<file path="src/design/sop_pkg.sv">
// Constants and types shared by the serial result-output port.
package sop_pkg;
    localparam int RES_W = 18;
    localparam int ADDR_W = 4;
    localparam int DIV_W = 8;
    localparam int PER_W = 12;
    localparam int PIN_W = 11;
    localparam logic [1:0] MODE_SERIAL = 2'h3;
    localparam logic [4:0] LAST_BIT = 5'h11;
    localparam logic [4:0] DAISY_DELAY = 5'h12;
    localparam logic [ADDR_W-1:0] OFS_STATUS = 4'h0;
    localparam logic [ADDR_W-1:0] OFS_MASK = 4'h1;
    localparam logic [ADDR_W-1:0] OFS_CLKDIV = 4'h2;
    localparam logic [ADDR_W-1:0] OFS_STATE = 4'h3;
    localparam int STS_FRAME = 0;
    localparam int STS_RDERR = 1;
    localparam logic [1:0] STATUS_RST = 2'h0;
    localparam logic [1:0] MASK_RST = 2'h0;
    localparam logic [DIV_W-1:0] CLKDIV_RST = 8'h02;
    // Synchroniser reset: parallel mode, chip select high, serial clock at its idle low.
    localparam logic [PIN_W-1:0] SYNC_RST = 11'h001;
    typedef enum logic [1:0] {SOP_IDLE, SOP_MSHIFT, SOP_SSHIFT} sop_state_t;
endpackage

</file>
<file path="src/design/sop_port.sv">
// Serial result-output port with parallel pin sharing and register access.
//
// Implementation choices: the register offsets and the plain strobed port.
`timescale 1ns/1ps
// Functional notes
// - Parallel modes drive the shared pins as result bits 4 and 5.
// - Serial mode turns the shared pins into clock divider select inputs.
// - Divider select slows the clock only in master read-after-convert.
// - Other serial setups leave the divider select pins undriven.
// - Clock source low: master, drives own serial clock out.
// - Clock source high: host clock gated by chip select shifts data.
// - Frame sync is active high when polarity input low, else low.
// - Serial clock invert input inverts the serial clock in every setup.
// - Read-during-convert sends previous result during conversion, other period.
// - Read-after-convert sends the current result once conversion ends.
// - Slave daisy input appears on output 18 clock periods after start.
// - Slave output updates on rising clock, swapped when inverted.
// - Master frame sync is active from read start while output data valid; slave mode holds it low.
// - Slave read unfinished at conversion end is dropped, error pulses.
// - Results leave the shift register most significant bit first.
module sop_port (
    input wire logic mclk_in,                          // 50 MHz clock.
    input wire logic rst_n_in,                         // Async reset, active low.
    input wire logic [1:0] mode_in,                    // Interface mode pins.
    input wire logic conv_start_in,                    // Conversion start pulse.
    input wire logic conv_done_in,                     // Conversion done pulse.
    input wire logic [sop_pkg::RES_W-1:0] result_in,   // Finished result.
    input wire logic [1:0] div_pin_in,                 // Shared pins, input side.
    output logic [1:0] div_pin_out,                    // Shared pins, output side.
    output logic div_pin_oe_out,                       // Shared pins drive enable.
    input wire logic clock_source_select_in,           // High selects slave.
    input wire logic frame_sync_polarity_select_in,    // High: sync active low.
    input wire logic serial_clock_invert_in,           // Inverts serial clock.
    input wire logic read_during_convert_select_in,    // Master read mode.
    input wire logic daisy_chain_input_in,             // Daisy-chain data in.
    input wire logic cs_n_in,                          // Chip select, active low.
    input wire logic sclk_in,                          // Serial clock pin, input.
    output logic sclk_out,                             // Serial clock pin, output.
    output logic sclk_oe_out,                          // Serial clock drive enable.
    output logic serial_result_output_out,             // Serial data out.
    output logic frame_sync_out,                       // Frame sync out.
    output logic incomplete_read_flag_out,             // Incomplete read pulse.
    input wire logic [sop_pkg::ADDR_W-1:0] addr_in,    // Register address.
    input wire logic [31:0] wdata_in,                  // Write data.
    input wire logic wr_in,                            // Write strobe.
    input wire logic rd_in,                            // Read strobe.
    output logic [31:0] rdata_out,                     // Read data, next cycle.
    output logic irq_out                               // Interrupt, level.
);
    typedef struct packed {
        logic [sop_pkg::PIN_W-1:0] s1;
        logic [sop_pkg::PIN_W-1:0] s2;
        logic sclk_d;
        logic cs_d;
        sop_pkg::sop_state_t st;
        logic [4:0] cnt;
        logic [sop_pkg::RES_W-1:0] sh;
        logic [sop_pkg::RES_W-1:0] prev_res;
        logic isclk;
        logic serial_result_output;
        logic sclk_o;
        logic sclk_oe;
        logic fsync;
        logic rderr;
        logic [1:0] par_o;
        logic par_oe;
        logic [1:0] sts;
        logic [1:0] msk;
        logic [sop_pkg::DIV_W-1:0] div;
        logic [31:0] rdata;
        logic irq;
    } sop_port_st_t;

    sop_port_st_t q, d;

    logic [1:0] mode_s;
    logic ext_s;
    logic frame_sync_polarity_select_s;
    logic serial_clock_invert_s;
    logic rdc_s;
    logic daisy_chain_input_s;
    logic [1:0] dsel_s;
    logic sclk_s;
    logic cs_s;
    logic serial;
    logic master;
    logic slave;
    logic eff_rise;
    logic cs_fall;
    logic tick;
    logic [sop_pkg::PER_W-1:0] period;
    logic [1:0] ev;

    // Only the second synchroniser stage is decoded.
    assign {mode_s, ext_s, frame_sync_polarity_select_s, serial_clock_invert_s, rdc_s, daisy_chain_input_s, dsel_s, sclk_s, cs_s} = q.s2;
    assign serial = (mode_s == sop_pkg::MODE_SERIAL);
    assign master = serial && !ext_s;
    assign slave = serial && ext_s;
    assign cs_fall = q.cs_d && !cs_s;
    // Host clock, corrected for inversion, so data moves on its rising edge.
    assign eff_rise = (sclk_s ^ serial_clock_invert_s) && !(q.sclk_d ^ serial_clock_invert_s);

    always_comb begin
        period = {{(sop_pkg::PER_W - sop_pkg::DIV_W){1'b0}}, q.div};
        if (!rdc_s) begin
            period = period << dsel_s;
        end
    end

    sop_tick_gen #(
        .W(sop_pkg::PER_W)
    ) u_tick (
        .mclk_in(mclk_in),
        .rst_n_in(rst_n_in),
        .run_in(master && q.st == sop_pkg::SOP_MSHIFT),
        .period_in(period),
        .tick_out(tick)
    );

    always_comb begin
        d = q;
        ev = 2'h0;
        d.s1 = {mode_in, clock_source_select_in, frame_sync_polarity_select_in,
                serial_clock_invert_in, read_during_convert_select_in,
                daisy_chain_input_in, div_pin_in, sclk_in, cs_n_in};
        d.s2 = q.s1;
        d.sclk_d = sclk_s;
        d.cs_d = cs_s;
        d.rderr = 1'b0;
        d.par_oe = !serial;
        d.par_o = result_in[5:4];
        if (conv_done_in) begin
            d.prev_res = result_in;
        end
        case (q.st)
            sop_pkg::SOP_IDLE: begin
                d.isclk = 1'b0;
                if (master && !rdc_s && conv_done_in) begin
                    d.sh = result_in;
                    d.serial_result_output = result_in[sop_pkg::RES_W-1];
                    d.cnt = 5'h0;
                    d.st = sop_pkg::SOP_MSHIFT;
                end else if (master && rdc_s && conv_start_in) begin
                    d.sh = q.prev_res;
                    d.serial_result_output = q.prev_res[sop_pkg::RES_W-1];
                    d.cnt = 5'h0;
                    d.st = sop_pkg::SOP_MSHIFT;
                end else if (slave && cs_fall) begin
                    d.sh = q.prev_res;
                    d.serial_result_output = q.prev_res[sop_pkg::RES_W-1];
                    d.cnt = 5'h0;
                    d.st = sop_pkg::SOP_SSHIFT;
                end
            end
            sop_pkg::SOP_MSHIFT: begin
                if (!master) begin
                    d.st = sop_pkg::SOP_IDLE;
                end else if (tick) begin
                    d.isclk = !q.isclk;
                    // Data moves on the falling internal edge, stable at the rising edge.
                    if (q.isclk) begin
                        if (q.cnt == sop_pkg::LAST_BIT) begin
                            d.st = sop_pkg::SOP_IDLE;
                            ev[sop_pkg::STS_FRAME] = 1'b1;
                        end else begin
                            d.cnt = q.cnt + 5'h1;
                            d.sh = {q.sh[sop_pkg::RES_W-2:0], 1'b0};
                            d.serial_result_output = q.sh[sop_pkg::RES_W-2];
                        end
                    end
                end
            end
            sop_pkg::SOP_SSHIFT: begin
                if (conv_done_in && q.cnt < sop_pkg::DAISY_DELAY) begin
                    d.rderr = 1'b1;
                    ev[sop_pkg::STS_RDERR] = 1'b1;
                    d.st = sop_pkg::SOP_IDLE;
                end else if (!slave || cs_s) begin
                    d.st = sop_pkg::SOP_IDLE;
                end else if (eff_rise) begin
                    d.sh = {q.sh[sop_pkg::RES_W-2:0], daisy_chain_input_s};
                    d.serial_result_output = q.sh[sop_pkg::RES_W-2];
                    if (q.cnt != 5'h1F) begin
                        d.cnt = q.cnt + 5'h1;
                    end
                    if (q.cnt + 5'h1 == sop_pkg::DAISY_DELAY) begin
                        ev[sop_pkg::STS_FRAME] = 1'b1;
                    end
                end
            end
            default: begin
                d.st = sop_pkg::SOP_IDLE;
            end
        endcase
        d.sclk_oe = master;
        d.sclk_o = master && (d.isclk ^ serial_clock_invert_s);
        d.fsync = master && ((d.st == sop_pkg::SOP_MSHIFT) ^ frame_sync_polarity_select_s);
        d.rdata = 32'h0;
        if (rd_in) begin
            case (addr_in)
                sop_pkg::OFS_STATUS: d.rdata = {30'h0, q.sts};
                sop_pkg::OFS_MASK: d.rdata = {30'h0, q.msk};
                sop_pkg::OFS_CLKDIV: d.rdata = {24'h0, q.div};
                sop_pkg::OFS_STATE: d.rdata = {25'h0, q.cnt, q.st};
                default: d.rdata = 32'h0;
            endcase
        end
        // A new event wins over a write-one clear in the same cycle.
        d.sts = q.sts;
        if (wr_in && addr_in == sop_pkg::OFS_STATUS) begin
            d.sts = q.sts & ~wdata_in[1:0];
        end
        d.sts = d.sts | ev;
        if (wr_in && addr_in == sop_pkg::OFS_MASK) begin
            d.msk = wdata_in[1:0];
        end
        if (wr_in && addr_in == sop_pkg::OFS_CLKDIV && wdata_in[7:0] != 8'h0) begin
            d.div = wdata_in[7:0];
        end
        d.irq = |(d.sts & d.msk);
    end

    always_ff @(posedge mclk_in or negedge rst_n_in) begin
        if (!rst_n_in) begin
            q <= '0;
            q.s1 <= sop_pkg::SYNC_RST;
            q.s2 <= sop_pkg::SYNC_RST;
            q.cs_d <= 1'b1;
            q.st <= sop_pkg::SOP_IDLE;
            q.sts <= sop_pkg::STATUS_RST;
            q.msk <= sop_pkg::MASK_RST;
            q.div <= sop_pkg::CLKDIV_RST;
        end else begin
            q <= d;
        end
    end

    assign div_pin_out = q.par_o;
    assign div_pin_oe_out = q.par_oe;
    assign sclk_out = q.sclk_o;
    assign sclk_oe_out = q.sclk_oe;
    assign serial_result_output_out = q.serial_result_output;
    assign frame_sync_out = q.fsync;
    assign incomplete_read_flag_out = q.rderr;
    assign rdata_out = q.rdata;
    assign irq_out = q.irq;
endmodule

</file>
<file path="src/design/sop_tick_gen.sv">
// Enable-pulse divider that makes the master serial clock rate.
`timescale 1ns/1ps
module sop_tick_gen #(
    parameter int W = 12
) (
    input wire logic mclk_in,          // System clock.
    input wire logic rst_n_in,         // Asynchronous reset, active low.
    input wire logic run_in,           // Counts while high, restarts while low.
    input wire logic [W-1:0] period_in, // Cycles between pulses.
    output logic tick_out              // One-cycle enable pulse.
);
    typedef struct packed {
        logic [W-1:0] cnt;
        logic tick;
    } sop_tick_st_t;

    sop_tick_st_t q, d;

    always_comb begin
        d = q;
        d.tick = 1'b0;
        if (!run_in) begin
            d.cnt = '0;
        end else if (q.cnt + W'(1) >= period_in) begin
            d.cnt = '0;
            d.tick = 1'b1;
        end else begin
            d.cnt = q.cnt + W'(1);
        end
    end

    always_ff @(posedge mclk_in or negedge rst_n_in) begin
        if (!rst_n_in) begin
            q <= '0;
        end else begin
            q <= d;
        end
    end

    assign tick_out = q.tick;
endmodule

</file>
<file path="config.mk">
export PLATFORM = sky130hd
export DESIGN_NAME = sop_port
export DESIGN_NICKNAME = d
export VERILOG_FILES = /design/src/design/sop_pkg.sv /design/src/design/sop_port.sv /design/src/design/sop_tick_gen.sv
export SDC_FILE = /design/constraint.sdc
export NUM_CORES = 1
export LEC_CHECK = 0
export ABC_AREA = 1
export BUFFER_PORTS_ARGS = -buffer_cell sky130_fd_sc_hd__buf_2
export CORE_MARGIN = 2
export CORE_UTILIZATION = 60
export DETAILED_ROUTE_END_ITERATION = 8
export GPL_TIMING_DRIVEN = 0
export PLACE_DENSITY = 0.86
export SKIP_CTS_REPAIR_TIMING = 1
export SYNTH_ARGS = -nofsm -noshare
export SYNTH_HDL_FRONTEND = slang
export SYNTH_SLANG_ARGS = --single-unit
</file>
<file path="constraint.sdc">
create_clock -name mclk_in -period 4.82 [get_ports mclk_in]
set_input_delay 0.241 -clock mclk_in [delete_from_list [all_inputs] [get_ports mclk_in]]
set_output_delay 0.241 -clock mclk_in [all_outputs]
set_load 0.01 [all_outputs]
</file>
==> results_tabular.tex <==
\begin{tabular}{lr}
\hline
Metric & Value \\
\hline
\multicolumn{2}{l}{\textbf{Status}} \\
\quad Outcome & completed \\
\multicolumn{2}{l}{\textbf{Pwr}} \\
\quad Total power density per cell area & 338.4 mW/mm\^{}2 \\
\quad Reported leakage power & 3.452 nW \\
\quad VDD IR max & between 150 and 200 uV \\
\multicolumn{2}{l}{\textbf{GRT}} \\
\quad Global-route wire length before repair & 20,370 um \\
\quad Total routing resource utilization after global routing & 25.27\% \\
\quad Remaining Overflow, GRT & 0 \\
\quad Vias in the first global route & between 4,000 and 5,000 \\
\quad Largest net degree at the start of global routing & 56 \\
\quad Initial antenna violation count & 0 \\
\multicolumn{2}{l}{\textbf{STA}} \\
\quad Max-slew violation count & 0 \\
\quad Number of hold-slack violations in the final timing report & 0 \\
\quad Setup repair after global routing missed its margin & false \\
\quad Transition time at the pin with the least slew margin & 0.7082 ns \\
\quad Worst clock skew & 0.01233 ns \\
\quad Final clock period utilization by the worst path & 57.08\% \\
\quad Highest Clock Rate & between 0.3 and 0.4 GHz \\
\quad Slew headroom & 52.42\% \\
\quad Final setup viols & 0 \\
\quad Shortest clock period the worst path allows after layout & approximately 2.8 ns \\
\quad Setup tns final & 0 ns \\
\multicolumn{2}{l}{\textbf{Route}} \\
\quad Detailed-route DRC error count & 0 \\
\quad Overall routed net length & 12,070 um \\
\quad Number of iterations in the first detailed-routing pass & 5 \\
\quad Average vias per placed instance & about 5 \\
\quad Number of vias in the routed layout & roughly 4,800 \\
\quad Count of routing violations after the opening detailed-route iteration & 290 \\
\quad Average wire per cell in the routed design & between 10 and 15 um \\
\quad Detail Route Antenna Nets & 0 \\
\multicolumn{2}{l}{\textbf{Placement}} \\
\quad Total half-perimeter wirelength after legalization and detailed placement & 8725 um \\
\quad I/O Buffers & 63 \\
\quad Number of placed cells counting well taps & approximately 900 \\
\quad Final RePlAce weighted congestion & 0.9107 \\
\multicolumn{2}{l}{\textbf{Synthesis}} \\
\quad Register area share after synthesis & 48.00\% \\
\quad Flip-flop and latch count after synthesis & 109 \\
\quad Mean cell area of the mapped netlist & 8.360 sq um \\
\quad Synth Instances & 681 \\
\quad Top FF cell, synth & sky130\_fd\_sc\_hd\_\_dfrtp\_1 \\
\quad EDFF count, synth & 0 \\
\quad Yosys Warn Count & 0 \\
\quad Count of unique library cells instantiated by Yosys & 40 \\
\quad Synth async-reset ratio & 100.0\% \\
\quad Netlist area before placement & 0.005693 sq mm \\
\multicolumn{2}{l}{\textbf{Setup path}} \\
\quad Origin of the critical flop-to-flop path & dsel\_s[0]\$\_DFF\_PN0\_ \\
\quad First element of the critical path & dsel\_s[0]\$\_DFF\_PN0\_ \\
\quad Arrival time worst endpoint & 3.06 ns \\
\quad Req. time, crit path & 5.12 ns \\
\quad Element type at the critical path end & flop \\
\quad Critical path type & flop to flop \\
\quad Startpoint type of the worst setup path & flop \\
\quad Worst-path fanout max & 10 \\
\multicolumn{2}{l}{\textbf{Clock tree}} \\
\quad Clock root cell & sky130\_fd\_sc\_hd\_\_clkbuf\_8 \\
\quad CTS tree & built \\
\quad CTS buffer count & 9 \\
\quad Clk sink count & 109 \\
\quad Clock network latency to the later pin of the worst-skew pair & approximately 0.37 ns \\
\quad Clock-pin slew on the worst setup and hold paths & 0.10 ns \\
\quad Max Buffers Root-to-Sink & 2 \\
\quad Count of H-tree levels built during CTS & 3 \\
\multicolumn{2}{l}{\textbf{Layout}} \\
\quad Non-filler instance count after layout & between 900 and 1,000 \\
\quad Final layout net count & 882 \\
\quad Final antenna diode count & 0 \\
\quad Share of layout cells above drive strength 1 & 20.33\% \\
\quad Area Growth Syn to Fin & 16.18\% \\
\multicolumn{2}{l}{\textbf{Floorplanning}} \\
\quad Num rows & 35 \\
\quad Core area & 0.009240 sq mm \\
\quad Initial Util & about 62\% \\
\quad Die X & 101.4 um \\
\quad Die footprint & roughly 0.01 sq mm \\
\quad Y dimension of the die & 101.4 um \\
\quad Boundary pin count & 112 \\
\multicolumn{2}{l}{\textbf{Hold path}} \\
\quad Hold Crit Class & input pin to flop \\
\quad Worst Hold Launch & result\_in[4] \\
\multicolumn{2}{l}{\textbf{Job}} \\
\quad Number of maximum-capacitance constraint violations & 0 \\
\hline
\end{tabular}
==> cell usage after synthesis, drive strengths merged, types with 3 or more instances <==
| cell | number | area, sq um |
|---|---|---|
| dfrtp | 105 | 2628 |
| clkbuf | 11 | 41.29 |
| a211oi | 7 | 52.55 |
| nand3 | 36 | 205.2 |
| xnor2 | 4 | 35.03 |
| nand4 | 11 | 68.82 |
| a22oi | 16 | 120.1 |
| ha | 19 | 237.7 |
| xor2 | 5 | 43.79 |
| inv | 65 | 244.0 |
| mux2i | 3 | 30.03 |
| o21ai | 54 | 292.8 |
| buf | 43 | 332.8 |
| dfstp | 4 | 105.1 |
| nor2 | 61 | 271.5 |
| nor3 | 5 | 36.29 |
| a21oi | 15 | 75.07 |
| nand2 | 205 | 787.0 |
==> per-layer routing <==
metal	global-route usage [%]	up-vias	wire [um]
met2	44.22	150	5997
met3	4.417	30	598
met5	0	-	0
met1	31.30	2214	5188
li1	-	2359	-
met4	9.771	0	284
==> final cells by class <==
cell class              instances  area, sq um
repair buffers                 76        465.4
multi-input cells             476         2427
clock inverters                 7        80.08
clock buffers                   9        123.9
flip-flops and latches        109         2733
plain buffers                  54        374.1
inverters                      66        249.0
fillers                       701         2626
well taps                     129        161.4
==> state kept, by name (all words and copies together), names as in the netlist, 2 cells and up <==
register     count
q               59
d               12
u_tick.q        12
rdata_out        8
div_pin_out      2
dsel_s           2
mode_s           2
==> layout by cell type (no fill, tap or decap), types with 11 or more instances in the layout <==
| cell | n |
|---|---|
| sky130_fd_sc_hd__clkbuf_1 | 11 |
| sky130_fd_sc_hd__nand2_1 | 200 |
| sky130_fd_sc_hd__nor2_1 | 50 |
| sky130_fd_sc_hd__buf_2 | 64 |
| sky130_fd_sc_hd__nand4_1 | 11 |
| sky130_fd_sc_hd__ha_1 | 19 |
| sky130_fd_sc_hd__a21oi_1 | 15 |
| sky130_fd_sc_hd__dlygate4sd3_1 | 12 |
| sky130_fd_sc_hd__dfrtp_1 | 105 |
| sky130_fd_sc_hd__conb_1 | 25 |
| sky130_fd_sc_hd__o21ai_0 | 41 |
| sky130_fd_sc_hd__nand3_1 | 31 |
| sky130_fd_sc_hd__a22oi_1 | 16 |
| sky130_fd_sc_hd__inv_1 | 62 |
| sky130_fd_sc_hd__buf_4 | 39 |
==> report_power, final <==
group | internal [mW] | leakage, nW | switching [mW]
combinational | 0.202 | 1.95 | 0.388
clock | 0.249 | 0.103 | 0.318
sequential | 1.01 | 1.40 | 0.0732
==> worst max-delay path, stage by stage (launching register included) <==
cell,delay (ns)
sky130_fd_sc_hd__dfrtp_1,0.45
sky130_fd_sc_hd__clkbuf_1,0.38
sky130_fd_sc_hd__mux2i_1,0.28
sky130_fd_sc_hd__nor2_1,0.06
sky130_fd_sc_hd__a211oi_1,0.30
sky130_fd_sc_hd__ha_1,0.32
sky130_fd_sc_hd__a21oi_1,0.13
sky130_fd_sc_hd__nor2_1,0.05
sky130_fd_sc_hd__a211oi_1,0.17
sky130_fd_sc_hd__nor2_1,0.08
sky130_fd_sc_hd__nor2_2,0.09
sky130_fd_sc_hd__nand3_2,0.11
sky130_fd_sc_hd__buf_6,0.17
sky130_fd_sc_hd__nor2_1,0.10
==> cells by family (layout without fill, tap and decap cells) <==
kind of cell	count (synthesis)	after routing	share of synthesized area [%]
adders and majority gates	19	19	4.176
DFF	109	109	48.00
and+or+nand+nor	320	320	24.26
muxes	3	3	0.5275
buffers and inverters	120	212	10.94
AOI/OAI and AO/OA	100	100	10.64
other	1	25	0.06587
xor gates and xnor gates	9	9	1.385
==> metrics by stage <==
stage | worst slack, ns | util, % | instance area [sq um] | power, mW | hold slack (ns)
finish | 2.069 | 71.58 | 6614 | 2.238 | 0.01025
global route | 1.840 | 71.58 | 6614 | 2.382 | 0.002505
CTS | 2.128 | 70.28 | 6494 | 2.241 | -0.09398
detailed placement | 2.173 | 68.07 | 6290 | 1.667 | 0.3224
global placement | 2.299 | 67.75 | 6260 | 1.638 | 0.3334
floorplan | 2.553 | - | 5783 | 1.492 | -0.05459
==> path summary, 6_finish.rpt <==
check                                            to  slack [ns]  cells after the start
min reg2reg                        q[104]$_DFF_PN0_        0.36                      0
max in group asynchronous         q[34]$_DFFE_PN1P_        3.61                      3
max                           u_tick.q[5]$_DFF_PN0_        2.07                     13
min                        div_pin_out[0]$_DFF_PN0_        0.01                      1
max reg2reg                   u_tick.q[5]$_DFF_PN0_        2.07                     13
min in group asynchronous     u_tick.q[8]$_DFF_PN0_        0.46                      2
(Power assumes the default switching activity.)
